File: src/rtl/tmr_pkg.sv
// Constants shared by the dual 8-bit timer block.
// Assumes a single 10 MHz clock and a plain strobe register port.
//
// What the block and its software must do
// Two 8-bit counters, up or up/down, read/write
// Written counter resumes counting next timer tick
// Compare flag set cycle after match
// Phase-correct PWM counts 00 up, FF down
// Fast PWM wraps FF to 00 upward
// Phase-correct 10 clears up, sets down; 0x disconnects
// Phase-correct 11 clears down, sets up
// Fast PWM: 10 clear match/set overflow, 11 opposite
// PWM compare buffered, latched at FF
// Compare read returns latest written value
// Phase-correct compare 00/FF gives constant levels
// Fast PWM constant only at compare FF
// Phase-correct overflow flag leaving 00
// Fast PWM overflow flag on FF wrap
// Async status upper four bits read zero
// Async select bit 3 clocks unit 2 from oscillator
// Software rewrites unit 2 after async change
// Counter write sets busy bit 2 until loaded
// Compare write sets busy bit 1 until loaded
// Control write sets busy bit 0 until loaded
// Software never writes while busy set
// Counter reads live; compare/control read temporaries
// Async transfer after two oscillator rising edges
// Clock select zero stops the counter
// Oscillator-side events synchronised before software sees
package tmr_pkg;

  // ==========================================================
  // Register offsets
  localparam logic [3:0] OFF_UNIT0_CONTROL = 4'h0;
  localparam logic [3:0] OFF_UNIT0_COUNTER = 4'h1;
  localparam logic [3:0] OFF_UNIT0_COMPARE = 4'h2;
  localparam logic [3:0] OFF_UNIT2_CONTROL = 4'h3;
  localparam logic [3:0] OFF_UNIT2_COUNTER = 4'h4;
  localparam logic [3:0] OFF_UNIT2_COMPARE = 4'h5;
  localparam logic [3:0] OFF_ASYNC_STATUS = 4'h6;
  localparam logic [3:0] OFF_FLAGS = 4'h7;

  // ==========================================================
  // Control field positions
  localparam int CTL_FORCE = 7;
  localparam int CTL_PWM = 6;
  localparam int CTL_MODE_HI = 5;
  localparam int CTL_MODE_LO = 4;
  localparam int CTL_CLEAR_ON_MATCH = 3;
  localparam int CTL_CS_HI = 2;
  localparam int CTL_CS_LO = 0;

  // Async status field positions
  localparam int AST_ASYNC_SELECT = 3;
  localparam int AST_COUNTER_BUSY = 2;
  localparam int AST_COMPARE_BUSY = 1;
  localparam int AST_CONTROL_BUSY = 0;

  // Flag register positions, write one to clear
  localparam int FLG_UNIT0_OVERFLOW = 0;
  localparam int FLG_UNIT0_COMPARE = 1;
  localparam int FLG_UNIT2_OVERFLOW = 2;
  localparam int FLG_UNIT2_COMPARE = 3;

  // ==========================================================
  // Reset values and count limits
  localparam logic [7:0] RST_REG = 8'h00;
  localparam logic [7:0] COUNT_TOP = 8'hFF;
  localparam logic [7:0] COUNT_BOTTOM = 8'h00;
  localparam logic [1:0] XFER_EDGES = 2'h2;

  // Transfer slots of the unit 2 temporaries
  localparam int XF_COUNTER = 0;
  localparam int XF_COMPARE = 1;
  localparam int XF_CONTROL = 2;

endpackage : tmr_pkg

File: src/rtl/tmr_dual_timer.sv
// Two 8-bit timer/counters with PWM; unit 2 may count oscillator pin edges.
// Assumes the oscillator pin is asynchronous and well below a quarter of mclk.
module tmr_dual_timer
  import tmr_pkg::*;
(
  // Clock and reset
  input wire logic mclk,
  input wire logic rstn,
  // Register port
  input wire logic [3:0] regAddr,
  input wire logic [7:0] regWdata,
  input wire logic regWrite,
  input wire logic regRead,
  output logic [7:0] regRdata,
  // Oscillator pin for unit 2
  input wire logic oscClockPin,
  output logic oscPinsClaimed,
  // Compare outputs
  output logic unit0WaveOut,
  output logic unit0WaveOe,
  output logic unit2WaveOut,
  output logic unit2WaveOe
);

  // ==========================================================
  // Oscillator pin synchroniser and edge qualifier
  logic oscSync1;
  logic oscSync2;
  logic oscSync3;
  logic oscLevel;
  logic asyncSelect;

  always_ff @(posedge mclk or negedge rstn) begin
    if (!rstn) begin
      oscSync1 <= 1'b0;
      oscSync2 <= 1'b0;
      oscSync3 <= 1'b0;
      oscLevel <= 1'b0;
    end else begin
      oscSync1 <= oscClockPin;
      oscSync2 <= oscSync1;
      oscSync3 <= oscSync2;
      if (oscSync2 == oscSync3) begin
        oscLevel <= oscSync3;
      end
    end
  end

  wire oscRise = (oscSync2 == oscSync3) && oscSync3 && !oscLevel;

  // ==========================================================
  // Per-unit state; index 0 is unit 0, index 1 is unit 2
  logic [7:0] counter [2];
  logic countDown [2];
  logic [7:0] control [2];
  logic [7:0] compareHw [2];
  logic [7:0] compareAct [2];
  logic [7:0] controlTmp [2];
  logic [7:0] compareTmp [2];
  logic [7:0] counterTmp [2];
  logic [2:0] pending [2];
  logic [1:0] edgeCount [2][3];
  logic overflowFlag [2];
  logic compareFlag [2];
  logic waveLevel [2];

  // ==========================================================
  // Write decode
  // One strobe qualified by one register index
  function automatic logic regHit(input logic strobe, input logic [3:0] addr,
                                  input logic [3:0] off);
    regHit = strobe && (addr == off);
  endfunction : regHit

  wire wrCtl0 = regHit(regWrite, regAddr, OFF_UNIT0_CONTROL);
  wire wrCnt0 = regHit(regWrite, regAddr, OFF_UNIT0_COUNTER);
  wire wrCmp0 = regHit(regWrite, regAddr, OFF_UNIT0_COMPARE);
  wire wrCtl2 = regHit(regWrite, regAddr, OFF_UNIT2_CONTROL);
  wire wrCnt2 = regHit(regWrite, regAddr, OFF_UNIT2_COUNTER);
  wire wrCmp2 = regHit(regWrite, regAddr, OFF_UNIT2_COMPARE);
  wire wrAsync = regHit(regWrite, regAddr, OFF_ASYNC_STATUS);
  wire wrFlags = regHit(regWrite, regAddr, OFF_FLAGS);

  wire [2:0] wrSlot [2];
  assign wrSlot[0] = {wrCtl0, wrCmp0, wrCnt0};
  assign wrSlot[1] = {wrCtl2, wrCmp2, wrCnt2};

  wire [1:0] clrOvf = {wrFlags && regWdata[FLG_UNIT2_OVERFLOW],
                       wrFlags && regWdata[FLG_UNIT0_OVERFLOW]};
  wire [1:0] clrCmp = {wrFlags && regWdata[FLG_UNIT2_COMPARE],
                       wrFlags && regWdata[FLG_UNIT0_COMPARE]};

  // ==========================================================
  // Async select
  always_ff @(posedge mclk or negedge rstn) begin
    if (!rstn) begin
      asyncSelect <= 1'b0;
    end else if (wrAsync) begin
      asyncSelect <= regWdata[AST_ASYNC_SELECT];
    end
  end

  assign oscPinsClaimed = asyncSelect;

  // Output pin level for a compare match in phase-correct mode
  function automatic logic phaseLevel(input logic inv, input logic down,
                                      input logic [7:0] cmp);
    if (cmp == COUNT_BOTTOM) begin
      phaseLevel = inv;
    end else if (cmp == COUNT_TOP) begin
      phaseLevel = !inv;
    end else begin
      phaseLevel = inv ^ down;
    end
  endfunction : phaseLevel

  // ==========================================================
  // Timer units
  for (genvar u = 0; u < 2; u++) begin : g_unit
    // Unit 2 alone may run from the oscillator
    wire isAsync = (u == 1) && asyncSelect;
    wire [2:0] slotDone;
    wire [2:0] slotLoad;
    for (genvar k = 0; k < 3; k++) begin : g_slot
      assign slotDone[k] = pending[u][k] && (edgeCount[u][k] == XFER_EDGES);
      assign slotLoad[k] = isAsync ? slotDone[k] : wrSlot[u][k];
    end

    wire [7:0] counterNew = isAsync ? counterTmp[u] : regWdata;
    wire [7:0] compareNew = isAsync ? compareTmp[u] : regWdata;
    wire [7:0] controlNew = isAsync ? controlTmp[u] : regWdata;

    wire pwmOn = control[u][CTL_PWM];
    wire fastPwm = control[u][CTL_CLEAR_ON_MATCH];
    wire [1:0] outMode = {control[u][CTL_MODE_HI], control[u][CTL_MODE_LO]};
    wire clockOn = control[u][CTL_CS_HI:CTL_CS_LO] != 3'h0;
    wire tick = clockOn && (!isAsync || oscRise);
    wire atTop = counter[u] == COUNT_TOP;
    wire atBottom = counter[u] == COUNT_BOTTOM;
    wire matchHit = tick && (counter[u] == compareAct[u]);

    // Overflow event by mode
    wire overflowHit = tick && ((pwmOn && !fastPwm) ? (atBottom && countDown[u])
                                                     : atTop);

    // Force output action only outside PWM
    wire forceHit = slotLoad[XF_CONTROL] && controlNew[CTL_FORCE] && !controlNew[CTL_PWM];

    // Next counter value
    logic [7:0] next_counter;
    logic next_down;
    always_comb begin
      next_counter = counter[u];
      next_down = countDown[u];
      if (pwmOn && !fastPwm) begin
        if (!countDown[u]) begin
          if (atTop) begin
            next_down = 1'b1;
            next_counter = counter[u] - 8'h01;
          end else begin
            next_counter = counter[u] + 8'h01;
          end
        end else if (atBottom) begin
          next_down = 1'b0;
          next_counter = counter[u] + 8'h01;
        end else begin
          next_counter = counter[u] - 8'h01;
        end
      end else begin
        next_down = 1'b0;
        if (!pwmOn && fastPwm && (counter[u] == compareAct[u])) begin
          next_counter = COUNT_BOTTOM;
        end else begin
          next_counter = counter[u] + 8'h01;
        end
      end
    end

    // Counter, direction and active registers
    always_ff @(posedge mclk or negedge rstn) begin
      if (!rstn) begin
        counter[u] <= RST_REG;
        countDown[u] <= 1'b0;
        control[u] <= RST_REG;
        compareHw[u] <= RST_REG;
        compareAct[u] <= RST_REG;
      end else begin
        if (slotLoad[XF_COUNTER]) begin
          counter[u] <= counterNew;
        end else if (tick) begin
          counter[u] <= next_counter;
          countDown[u] <= next_down;
        end
        if (slotLoad[XF_CONTROL]) begin
          control[u] <= controlNew & ~(8'h01 << CTL_FORCE);
        end
        if (slotLoad[XF_COMPARE]) begin
          compareHw[u] <= compareNew;
        end
        if (!pwmOn) begin
          compareAct[u] <= compareHw[u];
        end else if (tick && atTop) begin
          compareAct[u] <= compareHw[u];
        end
      end
    end

    // Software-side temporaries and transfer tracking
    always_ff @(posedge mclk or negedge rstn) begin
      if (!rstn) begin
        controlTmp[u] <= RST_REG;
        compareTmp[u] <= RST_REG;
        counterTmp[u] <= RST_REG;
        pending[u] <= 3'h0;
        for (int k = 0; k < 3; k++) begin
          edgeCount[u][k] <= 2'h0;
        end
      end else begin
        if (wrSlot[u][XF_CONTROL]) begin
          controlTmp[u] <= regWdata & ~(8'h01 << CTL_FORCE);
        end
        if (wrSlot[u][XF_COMPARE]) begin
          compareTmp[u] <= regWdata;
        end
        if (wrSlot[u][XF_COUNTER]) begin
          counterTmp[u] <= regWdata;
        end
        for (int k = 0; k < 3; k++) begin
          if (!isAsync) begin
            pending[u][k] <= 1'b0;
            edgeCount[u][k] <= 2'h0;
          end else if (wrSlot[u][k]) begin
            pending[u][k] <= 1'b1;
            edgeCount[u][k] <= 2'h0;
          end else if (slotDone[k]) begin
            pending[u][k] <= 1'b0;
            edgeCount[u][k] <= 2'h0;
          end else if (pending[u][k] && oscRise) begin
            edgeCount[u][k] <= edgeCount[u][k] + 2'h1;
          end
        end
      end
    end

    // Sticky flags; a hardware set beats a software clear
    always_ff @(posedge mclk or negedge rstn) begin
      if (!rstn) begin
        overflowFlag[u] <= 1'b0;
        compareFlag[u] <= 1'b0;
      end else begin
        if (overflowHit) begin
          overflowFlag[u] <= 1'b1;
        end else if (clrOvf[u]) begin
          overflowFlag[u] <= 1'b0;
        end
        if (matchHit) begin
          compareFlag[u] <= 1'b1;
        end else if (clrCmp[u]) begin
          compareFlag[u] <= 1'b0;
        end
      end
    end

    // Compare output pin
    always_ff @(posedge mclk or negedge rstn) begin
      if (!rstn) begin
        waveLevel[u] <= 1'b0;
      end else if (pwmOn && !fastPwm) begin
        if (matchHit && outMode[1]) begin
          waveLevel[u] <= phaseLevel(outMode[0], countDown[u], compareAct[u]);
        end
      end else if (pwmOn) begin
        if (outMode[1] && tick && atTop) begin
          waveLevel[u] <= !outMode[0];
        end else if (outMode[1] && matchHit) begin
          waveLevel[u] <= outMode[0];
        end
      end else if (matchHit || forceHit) begin
        unique case (outMode)
          2'b00: waveLevel[u] <= waveLevel[u];
          2'b01: waveLevel[u] <= !waveLevel[u];
          2'b10: waveLevel[u] <= 1'b0;
          2'b11: waveLevel[u] <= 1'b1;
        endcase
      end
    end
  end

  // ==========================================================
  // Pin drive; PWM modes 00 and 01 leave the pin disconnected
  // In PWM only the upper mode bit connects the pin; outside PWM any nonzero mode does
  function automatic logic pinDrive(input logic [7:0] ctl);
    if (ctl[CTL_PWM]) begin
      pinDrive = ctl[CTL_MODE_HI];
    end else begin
      pinDrive = ctl[CTL_MODE_HI:CTL_MODE_LO] != 2'b00;
    end
  endfunction : pinDrive

  wire drive0 = pinDrive(control[0]);
  wire drive2 = pinDrive(control[1]);

  assign unit0WaveOut = waveLevel[0];
  assign unit0WaveOe = drive0;
  assign unit2WaveOut = waveLevel[1];
  assign unit2WaveOe = drive2;

  // ==========================================================
  // Read path
  wire [7:0] asyncStatus = {4'h0, asyncSelect, pending[1][XF_COUNTER],
                            pending[1][XF_COMPARE], pending[1][XF_CONTROL]};
  wire [7:0] flagsRead = {4'h0, compareFlag[1], overflowFlag[1],
                          compareFlag[0], overflowFlag[0]};

  logic [7:0] readMux;
  always_comb begin
    unique case (regAddr)
      OFF_UNIT0_CONTROL: readMux = control[0];
      OFF_UNIT0_COUNTER: readMux = counter[0];
      OFF_UNIT0_COMPARE: readMux = compareTmp[0];
      OFF_UNIT2_CONTROL: readMux = controlTmp[1];
      OFF_UNIT2_COUNTER: readMux = counter[1];
      OFF_UNIT2_COMPARE: readMux = compareTmp[1];
      OFF_ASYNC_STATUS: readMux = asyncStatus;
      OFF_FLAGS: readMux = flagsRead;
      default: readMux = 8'h00;
    endcase
  end

  always_ff @(posedge mclk or negedge rstn) begin
    if (!rstn) begin
      regRdata <= 8'h00;
    end else if (regRead) begin
      regRdata <= readMux;
    end
  end

endmodule : tmr_dual_timer

File: config.mk
export PLATFORM = sky130hd
export DESIGN_NAME = tmr_dual_timer
export DESIGN_NICKNAME = d
export VERILOG_FILES = /design/src/rtl/tmr_pkg.sv /design/src/rtl/tmr_dual_timer.sv
export SDC_FILE = /design/constraint.sdc
export NUM_CORES = 1
export LEC_CHECK = 0
export BUFFER_PORTS_ARGS = -buffer_cell sky130_fd_sc_hd__buf_2
export CAP_MARGIN = 10
export CORE_ASPECT_RATIO = 0.9
export CORE_MARGIN = 10
export CORE_UTILIZATION = 45
export DETAILED_ROUTE_END_ITERATION = 10
export PLACE_DENSITY = 0.71
export SLEW_MARGIN = 10
export SYNTH_ARGS = -nofsm -noshare
export SYNTH_HDL_FRONTEND = slang
export SYNTH_SLANG_ARGS = --single-unit
File: constraint.sdc
create_clock -name mclk -period 2.2 [get_ports mclk]
set_input_delay 0.11 -clock mclk [delete_from_list [all_inputs] [get_ports mclk]]
set_output_delay 0.11 -clock mclk [all_outputs]
set_load 0.05 [all_outputs]
==> results of run 1 <==
[cells in the mapped netlist, types with 4 or more instances]
master,instances,area (sq um)
nor4_2,4,50.1
and2_1,5,31.3
nand2_1,69,259
mux4_2,8,180
xor2_1,12,105
buf_1,4,15.0
clkbuf_1,11,41.3
o21ai_0,26,130
buf_2,17,85.1
a211oi_1,5,37.5
nor2b_1,11,68.8
nor4_1,9,56.3
nor2_1,53,199
and3_1,7,43.8
a21oi_1,60,300
nand2b_1,9,56.3
xnor2_1,9,78.8
nand3_1,22,110
o22ai_1,9,56.3
o211ai_1,4,30.0
a21o_1,4,30.0
ha_1,7,87.6
mux2_2,55,619
inv_1,19,71.3
mux2i_1,21,210
nand4_1,13,81.3
a31oi_1,7,43.8
dfrtp_1,115,2880
nor3_1,9,45.0
[flip-flops by register name, indices dropped and copies added (netlist names)]
register	cells
asyncStatus	3
compareAct	16
compareFlag	2
compareHw	8
compareTmp	16
control	14
controlTmp	7
countDown	2
counter	16
counterTmp	8
edgeCount	6
flagsRead	2
oscLevel	1
oscPinsClaimed	1
oscSync1	1
oscSync2	1
oscSync3	1
regRdata	8
unit0WaveOut	1
unit2WaveOut	1
[kinds of logic after synthesis]
group	Yosys count
simple gates	235
compound gates	146
flops	115
mux	86
buf+inv	57
xor+xnor	22
fa+ha+maj	7
[cell type report]
type,count,area (sq um),share of cell area
clock buffers,18,439,0.0557
clock inverters,14,201,0.0256
inverters,19,71.3,0.00905
multi-input cells,497,3530,0.448
flip-flops and latches,115,2880,0.366
well taps,193,241,0.0306
repair buffers,73,510,0.0648
[layout by cell type, fill, tap and decap left out, types with 7 or more instances in the layout]
master,n
inv_1,19
nor2b_1,11
xor2_1,12
nor2_1,53
dfrtp_1,111
clkbuf_16,17
nand2b_1,8
ha_1,7
buf_2,28
nor4_1,9
nor3_1,9
o22ai_1,9
xnor2_1,9
a21oi_1,58
mux2_2,55
nand3_1,22
buf_4,40
a31oi_1,7
nand4_1,13
and3_1,7
nand2_1,68
mux2i_1,19
mux4_2,8
o21ai_0,26
[layer usage]
metal	routed length (um)	global-route usage	share of wire	vias up
met5	0	0	0	-
met4	363	0.0644	0.019	0
met3	1330	0.0518	0.070	30
met2	8650	0.292	0.46	209
met1	8650	0.261	0.46	2719
li1	-	-	-	2540
[worst paths after layout]
check / end / depth (start not counted) / slack, ns / from
worst min-delay path: counter[13] / 2 / 0.05 / regWdata[5]
worst max register to register: counter[3] / 6 / 0.11 / counter[7]
max in group asynchronous: counter[8] / 3 / 1.28 / rstn
min in group asynchronous: oscSync1 / 2 / 0.22 / rstn
worst max-delay path: counter[3] / 6 / 0.11 / counter[7]
worst min register to register: oscSync2 / 0 / 0.36 / oscSync1
[report_power, final]
part / internal [W] / switching (W) / leakage (nW) / total (W)
Clock: 0.00194 / 0.00106 / 0.307 / 0.00300
Sequential: 0.00272 / 0.000876 / 1.38 / 0.00360
Combinational: 0.00147 / 0.00170 / 1.66 / 0.00317
[through the flow]
stage          instances   util  hold WS (ns)  setup WS, ns  total power, W
4_1_cts              927  0.550        0.0369        0.0733         0.00970
5_1_grt              929  0.555        0.0559       0.00340          0.0103
2_1_floorplan        668      -        -0.186         0.268         0.00565
3_3_place_gp         892  0.503         0.114         0.159         0.00657
6_report             929  0.555        0.0525         0.111         0.00977
3_5_place_dp         892  0.503         0.120        0.0798         0.00667
[timing repair]
item | CTS | global route
buffers inserted | 0 | 1
resized for setup | 0 | 13
endpoints found under the setup margin | 0 | 18
hold endpoints to repair | 39 | 0
hold buffers | 3 | 0
[worst max-delay path: stages (launching register included)]
cell       delay (ns)
dfrtp_1          0.60
nand3_1          0.31
nor4_4           0.37
nor2_4           0.11
a2bb2oi_1        0.23
mux2i_1          0.24
o211ai_1         0.11
==> results.md, run 1 <==
- Outcome: finished clean
- RSZ-0062 raised after global routing: no
- FFs w/ async S/R, synth: 1.00
- Finished Cell Area: 0.00788 sq mm
- CP required: 2.50 ns
- Seq cells post-synth: 115
- Fill cells: 1223
- Max Cap Violations: 0
- Post-Syn Instances: 668
- Largest family of logic cells by synthesized area: simple AND/OR/NAND/NOR gates
- Final hold vios: 0
- Clock Sinks: 115
- DRT Pass-1 Iters: 5
- Die Wd: 148 um
- Setup CP Type: reg -> reg
- Worst skew pair latency: 0.42 ns
- PwrDens: 1240 mW/mm^2
- Avg Cell Area, Syn: 9.92 sq um
- Dpl cell area: 0.00714 sq mm
- Routability Congestion: 0.988
- Synthesized-area fraction occupied by and/or/nand/nor cells: 0.189
- Rel. slew slack: 0.605
- Pin count of the biggest net entering global routing: 57
- CP Capture Type: register
- Global-route wire length before repair: 30.2 mm
- LEAKAGE: 3.35 nW
- CTS tree: built
- Cell Rows: 41
- Netlist cell types: 73
- Synth-to-Final Area Change: 19.0%
- Port bufs: 29
- Hold WC Path Type: in -> reg
- CTS root buf: clkbuf_16
- Overall Global Routing Usage: 0.193
- XOR/XNOR share of the synthesized area: 0.0302
- Adder-cell share of the synthesized area: 0.0132
- Setup tns final: 0 ns
- Worst Skew: 0.00655 ns
- Synth Area in Compound Gates: 0.137
- Number of DRC violations after detailed-routing iteration 0: 604
- Initial Util: 0.466
- CP Max Fanout: 8
- VDD IR max: 668 uV
- Syn nets: 692
- TritonCTS Buffers: 17
- Final Slew Violations: 0
- I/O pins: 30
- Ratio of cells with drive above 1 in the final layout: 0.268
- Layout Nets: 747
- Synth Flop Type: dfrtp_1
- DRC: 0
- Tmin final: 2.09 ns
- Mux cell area share after synthesis: 0.156
- Avg WL per Cell: 20.4 um
- Number of flops mapped to enable cells by yosys: 0
- Via density: 5.92
- Die Footprint: 0.0200 sq mm
- Initial antenna violation count: 0
- Final period utilization: 0.950
- Number of diodes: 0
- Worst-Margin Slew: 0.592 ns
- # setup viols final: 0
- Post-synthesis sequential area ratio: 0.434
- Die Y-Extent: 135 um
- YS warnings: 0
- Remaining Overflow, GRT: 0
- HPWL Detailed: 13.9 mm
- Clk slew on worst S/H paths: 0.06 ns
- Routed Antenna Nets: 0
- WL final: 19.0 mm
- Vias in the first global route: 5423
- Core Area: 0.0142 sq mm
- Max clock buf depth: 2
- Total number of vias: 5498
- Startpoint Class: register
- Crit path arrival time: 2.38 ns
- Post-Syn Area: 0.00663 sq mm
- H-tree levels: 4
- Max Fclk: 0.479 GHz
(Power assumes the default switching activity.)
==> run 2: changes to the inputs <==
--- a/config.mk
+++ b/config.mk
@@ -12,6 +12,7 @@
 export CORE_UTILIZATION = 45
 export DETAILED_ROUTE_END_ITERATION = 10
 export PLACE_DENSITY = 0.71
+export RECOVER_POWER = 100
 export SLEW_MARGIN = 10
 export SYNTH_ARGS = -nofsm -noshare
 export SYNTH_HDL_FRONTEND = slang
==> results.md, run 2 (synthesis results as in run 1) <==
- Fill cells: 1249 (was 1223)
- Storage element area: 0.00288 sq mm (unchanged)
- Worst Skew: 0.00583 ns (was 0.00655 ns)
- Final period utilization: 0.955 (was 0.950)
- Final Slew Violations: 0 (unchanged)
- Number of DRC violations after detailed-routing iteration 0: 566 (was 604)
- Area of the multi-input gates: 0.00352 sq mm (was 0.00353 sq mm)
- Layout Cells excl Fill: 929 (unchanged)
- I/O pins: 30 (unchanged)
- Ratio of cells with drive above 1 in the final layout: 0.234 (was 0.268)
- Finished Cell Area: 0.00779 sq mm (was 0.00788 sq mm)
- # setup viols final: 0 (unchanged)
- Sw Ratio: 0.373 (was 0.372)
- Final hold vios: 0 (unchanged)
- Max clock buf depth: 2 (unchanged)
- WL final: 19.0 mm (about the same)
- Avg WL per Cell: 20.5 um (was 20.4 um)
- Port bufs: 29 (unchanged)
- Hold EP: counter[13] (unchanged)
- Commonest non-fill, non-tap cells in the layout: dfrtp_1, nand2_1, a21oi_1, mux2_2, nor2_1 (unchanged)
- Core Area: 0.0142 sq mm (unchanged)
- Rel. slew slack: 0.344 (was 0.605)
- PwrDens: 1250 mW/mm^2 (was 1240 mW/mm^2)
- Clock Sinks: 115 (unchanged)
- DRT Pass-1 Iters: 5 (unchanged)
- Worst reg-to-reg path cell count: 6 (unchanged)
- Remaining Overflow, GRT: 0 (unchanged)
- VDD IR max: 662 uV (was 668 uV)
- Outcome: finished clean (unchanged)
- Internal power: 0.00609 W (was 0.00613 W)
- LEAKAGE: 3.27 nW (was 3.35 nW)
- Combinational share of power: 0.322 (was 0.325)
- Die Footprint: 0.0200 sq mm (unchanged)
- Pin count of the biggest net entering global routing: 57 (unchanged)
- Max Cap Violations: 0 (unchanged)
- Worst skew pair latency: 0.42 ns (about the same)
- DRC: 0 (unchanged)
- Hold WC Path Type: in -> reg (unchanged)
- Sequential share of power: 0.370 (was 0.368)
- Regs by FF count: compareAct x16, compareTmp x16, counter x16 (unchanged)
- Overall power consumption: 0.00972 W (was 0.00977 W)
- Clk slew on worst S/H paths: 0.06 ns (about the same)
- Routability Congestion: 0.988 (unchanged)
- HPWL Detailed: 13.9 mm (unchanged)
- CTS tree: built (unchanged)
- Routed Antenna Nets: 0 (unchanged)
- Vias in the first global route: 5423 (unchanged)
- Layout Nets: 747 (unchanged)
- Clock share of power: 0.308 (was 0.307)
- Global-route wire length before repair: 30.2 mm (unchanged)
- RSZ-0062 raised after global routing: no (unchanged)
- Die Y-Extent: 135 um (unchanged)
- H-tree levels: 4 (unchanged)
- Worst Min Path Start: regWdata[5] (unchanged)
- Cell Rows: 41 (unchanged)
- CP Max Fanout: 11 (was 8)
- Hold Crit Depth: 2 (unchanged)
- Initial antenna violation count: 0 (unchanged)
- Via density: 5.96 (was 5.92)
- Startpoint Class: register (unchanged)
- Worst-Margin Slew: 0.984 ns (was 0.592 ns)
- Setup slack after layout: 0.0983 ns (was 0.111 ns)
- RR Endpoint: counter[12] (was counter[3])
- Initial Util: 0.466 (unchanged)
- Overall Global Routing Usage: 0.193 (unchanged)
- Setup CP Type: reg -> reg (unchanged)
- Switching power: 0.00363 W (was 0.00364 W)
- FF-to-FF Start: counter[11] (was counter[7])
- Number of diodes: 0 (unchanged)
- Synth-to-Final Area Change: 17.7% (was 19.0%)
- Setup tns final: 0 ns (unchanged)
- CP Capture Type: register (unchanged)
- R2R Setup Slk: 0.1 ns (was 0.11 ns)
- Dpl cell area: 0.00714 sq mm (unchanged)
- TritonCTS Buffers: 17 (unchanged)
- Total number of vias: 5541 (was 5498)
- Crit path arrival time: 2.41 ns (was 2.38 ns)
- Commonest non-fill, non-tap cell in the layout: dfrtp_1 (unchanged)
- CTS root buf: clkbuf_16 (unchanged)
- CP required: 2.50 ns (about the same)
- Placed Instances: 892 (unchanged)
- Tmin final: 2.10 ns (was 2.09 ns)
- Die Wd: 148 um (unchanged)
- Max Fclk: 0.476 GHz (was 0.479 GHz)
- Dpl ws: 0.0798 ns (unchanged)
==> run 2: cell types whose count changed in the layout (fill, tap and decap cells not counted), sizes merged <==
cell,before,now
buf,70,41
clkbuf,18,47
==> run 2: cell type report <==
class,count,share of cell area
clock buffer,18,0.0563
clock inverter,14,0.0258
inverter,19,0.00915
multi-input combinational,497,0.452
sequential,115,0.370
tap,193,0.0310
timing repair buffer,73,0.0563
==> run 2: how the worst max path moves through the flow <==
stage / cells past startpoint / end / start / slack [ns]
finish: 6 / counter[12] / counter[11] / 0.1
floorplan: 8 / counter[13] / counter[8] / 0.27
detailed placement: 8 / counter[5] / counter[1] / 0.08
global route: 7 / counter[4] / counter[7] / 0.004
global placement: 6 / counter[15] / counter[11] / 0.16
CTS: 8 / counter[5] / counter[1] / 0.07
==> run 2: repair_timing <==
action	CTS	global route
endpoints found under the hold margin	39	0
setup endpoints to repair	0	18
hold buffers	3	0
setup buffers	0	1
resized for setup	0	13
==> run 2: layer usage <==
| metal | GRT usage | vias to the layer above | share of wire |
|---|---|---|---|
| met5 | 0 | - | 0 |
| met4 | 0.0644 | 0 | 0.019 |
| met3 | 0.0518 | 33 | 0.079 |
| met2 | 0.292 | 215 | 0.46 |
| met1 | 0.261 | 2747 | 0.44 |
| li1 | - | 2546 | - |
==> run 2: per-stage QoR <==
step                hold WS, ns   util
detailed placement        0.120  0.503
floorplan                -0.186      -
global route             0.0559  0.549
global placement          0.114  0.503
finish                   0.0461  0.549
CTS                      0.0369  0.550
==> run 2: critical path, cell delays in order (launching register included) <==
cell     delay, ns
dfrtp_1       0.52
or3_1         0.44
or2_0         0.27
nor4b_4       0.29
o32ai_1       0.15
mux2i_1       0.13
o22a_1        0.18
==> run 2: power by group through the flow <==
stage	clock network (W)	registers (W)	logic, W
after global placement	0	0.00355	0.00302
after CTS	0.00303	0.00356	0.00311
after global routing	0.00314	0.00367	0.00342
after floorplan	0	0.00327	0.00238
after detailed placement	0	0.00358	0.00309
final	0.00300	0.00360	0.00313
==> run 3: changes to the inputs <==
--- a/config.mk
+++ b/config.mk
@@ -9,9 +9,9 @@
 export CAP_MARGIN = 10
 export CORE_ASPECT_RATIO = 0.9
 export CORE_MARGIN = 10
-export CORE_UTILIZATION = 45
+export CORE_UTILIZATION = 58
 export DETAILED_ROUTE_END_ITERATION = 10
-export PLACE_DENSITY = 0.71
+export PLACE_DENSITY = 0.86
 export RECOVER_POWER = 100
 export SLEW_MARGIN = 10
 export SYNTH_ARGS = -nofsm -noshare
==> results.md, run 3 (synthesis results as in run 1) <==
- Outcome: finished, violations left (was finished clean)
- Failing checks: DRC
- Final hold vios: 0 (unchanged)
- Clock Sinks: 115 (unchanged)
- R2R Setup Slk: 0.09 ns (was 0.1 ns)
- Die Footprint: 0.0161 sq mm (was 0.0200 sq mm)
- WL final: 19.2 mm (was 19.0 mm)
- Commonest non-fill, non-tap cell in the layout: dfrtp_1 (unchanged)
- Clk slew on worst S/H paths: 0.05 ns (was 0.06 ns)
- Initial Util: 0.603 (was 0.466)
- Top delay family on crit path: simple AND/OR/NAND/NOR gates (unchanged)
- Number of DRC violations after detailed-routing iteration 0: 782 (was 566)
- Commonest non-fill, non-tap cells in the layout: dfrtp_1, nand2_1, a21oi_1, mux2_2, nor2_1 (unchanged)
- Core Area: 0.0110 sq mm (was 0.0142 sq mm)
- Setup CP Type: reg -> reg (unchanged)
- Routability Congestion: 0.966 (was 0.988)
- LEAKAGE: 3.26 nW (was 3.27 nW)
- Number of cells on the critical path: 7 (was 6)
- Vias in the first global route: 5822 (was 5423)
- HPWL Detailed: 13.5 mm (was 13.9 mm)
- CP Launch Point: counter[4] (was counter[11])
- Layout Cells excl Fill: 882 (was 929)
- Max clock buf depth: 2 (unchanged)
- Critical path destination: counter[1] (was counter[12])
- Layout Nets: 741 (was 747)
- TritonCTS Buffers: 17 (unchanged)
- CP Max Fanout: 8 (was 11)
- Rel. slew slack: 0.241 (was 0.344)
- Worst-Margin Slew: 1.14 ns (was 0.984 ns)
- Worst Skew: 0.00677 ns (was 0.00583 ns)
- Final period utilization: 0.958 (was 0.955)
- Worst skew pair latency: 0.42 ns (about the same)
- Setup tns final: 0 ns (unchanged)
- Initial antenna violation count: 0 (unchanged)
- VDD IR max: 669 uV (was 662 uV)
- Startpoint Class: register (unchanged)
- Max Cap Violations: 0 (unchanged)
- CTS root buf: clkbuf_16 (unchanged)
- Overall Global Routing Usage: 0.243 (was 0.193)
- Remaining Overflow, GRT: 0 (unchanged)
- Port bufs: 29 (unchanged)
- Final Slew Violations: 0 (unchanged)
- Global-route wire length before repair: 31.1 mm (was 30.2 mm)
- Number of diodes: 0 (unchanged)
- Hold WC Path Type: in -> reg (unchanged)
- Synth-to-Final Area Change: 16.2% (was 17.7%)
- Max Fclk: 0.474 GHz (was 0.476 GHz)
- CP required: 2.49 ns (was 2.50 ns)
- Via density: 6.56 (was 5.96)
- Slowest-stage cell, CP: dfrtp_1 (unchanged)
- Ratio of cells with drive above 1 in the final layout: 0.233 (was 0.234)
- Fill cells: 811 (was 1249)
- DRT Pass-1 Iters: 8 (was 5)
- Placed Instances: 847 (was 892)
- Crit path buf inv count: 1 (was 0)
- Avg WL per Cell: 21.7 um (was 20.5 um)
- CTS tree: built (unchanged)
- Tmin final: 2.11 ns (was 2.10 ns)
- I/O pins: 30 (unchanged)
- Cell Rows: 36 (was 41)
- H-tree levels: 4 (unchanged)
- PwrDens: 1270 mW/mm^2 (was 1250 mW/mm^2)
- Crit path largest cell delay: 0.59 ns (was 0.52 ns)
- Critical-path cell list: nand4_4 > nor4_2 > nor2_4 > clkbuf_4 > and3b_1 > o22ai_1 > a21oi_1 (was or3_1 > or2_0 > nor4b_4 > o32ai_1 > mux2i_1 > o22a_1)
- Die Wd: 133 um (was 148 um)
- Die Y-Extent: 121 um (was 135 um)
- # setup viols final: 0 (unchanged)
- CP Capture Type: register (unchanged)
- Pin count of the biggest net entering global routing: 81 (was 57)
- Crit path arrival time: 2.40 ns (was 2.41 ns)
- RSZ-0062 raised after global routing: no (unchanged)
- FF-to-FF Start: counter[4] (was counter[11])
- Total number of vias: 5783 (was 5541)
- Routed Antenna Nets: 0 (unchanged)
- DRC: 1 (was 0)
- Worst reg-to-reg path cell count: 7 (was 6)
- RR Endpoint: counter[1] (was counter[12])
- Regs by FF count: compareAct x16, compareTmp x16, counter x16 (unchanged)
## run 3: per-stage QoR
step / hold slack [ns] / utilization / setup WS [ns] / area, sq um / total power (W)
6_report: 0.0105 / 0.701 / 0.0918 / 7700 / 0.00979
5_1_grt: 0.0263 / 0.701 / 0.00492 / 7700 / 0.0102
2_1_floorplan: -0.186 / - / 0.268 / 6630 / 0.00565
4_1_cts: 0.000566 / 0.704 / 0.00811 / 7740 / 0.00972
3_5_place_dp: 0.186 / 0.642 / 0.0611 / 7060 / 0.00664
3_3_place_gp: 0.175 / 0.642 / 0.135 / 7060 / 0.00648
## run 3: repair_timing
action / 4_1_cts / 5_1_grt
buffers inserted: 0 / 1
setup endpoints to repair: 0 / 11
endpoints found under the hold margin: 116 / 0
hold buffers: 2 / 0
gates resized for setup: 0 / 12
## run 3: power breakdown
part | leakage [nW] | total [W] | switching [W] | internal (W)
registers | 1.38 | 0.00362 | 0.000896 | 0.00273
clock network | 0.318 | 0.00303 | 0.000959 | 0.00207
logic | 1.56 | 0.00313 | 0.00172 | 0.00141
## run 3: how the worst min path moves through the flow
stage / startpoint / to / slack, ns / depth (start not counted)
after floorplan: rstn / asyncStatus[0] / -0.19 / 0
after global placement: rstn / edgeCount[3] / 0.18 / 2
after detailed placement: rstn / edgeCount[3] / 0.19 / 2
after CTS: regRead / regRdata[6] / 0.0006 / 2
after global routing: regRead / regRdata[4] / 0.03 / 2
final: regRead / regRdata[6] / 0.01 / 2
## run 3: final cells by class
cell class | count | area, sq um | area share
multi-input combinational | 496 | 3490 | 0.454
sequential | 115 | 2890 | 0.375
clock buffer | 24 | 512 | 0.0665
timing repair buffer | 68 | 402 | 0.0522
tap | 152 | 190 | 0.0247
clock inverter | 8 | 145 | 0.0188
inverter | 19 | 71.3 | 0.00926
## run 3: layer usage
layer / wire length [um] / global-route usage / share of wire / up-vias
met5: 0 / 0 / 0 / -
met4: 655 / 0.111 / 0.034 / 0
met3: 2200 / 0.0886 / 0.11 / 62
met2: 8660 / 0.372 / 0.45 / 372
met1: 7660 / 0.302 / 0.40 / 2826
li1: - / - / - / 2523
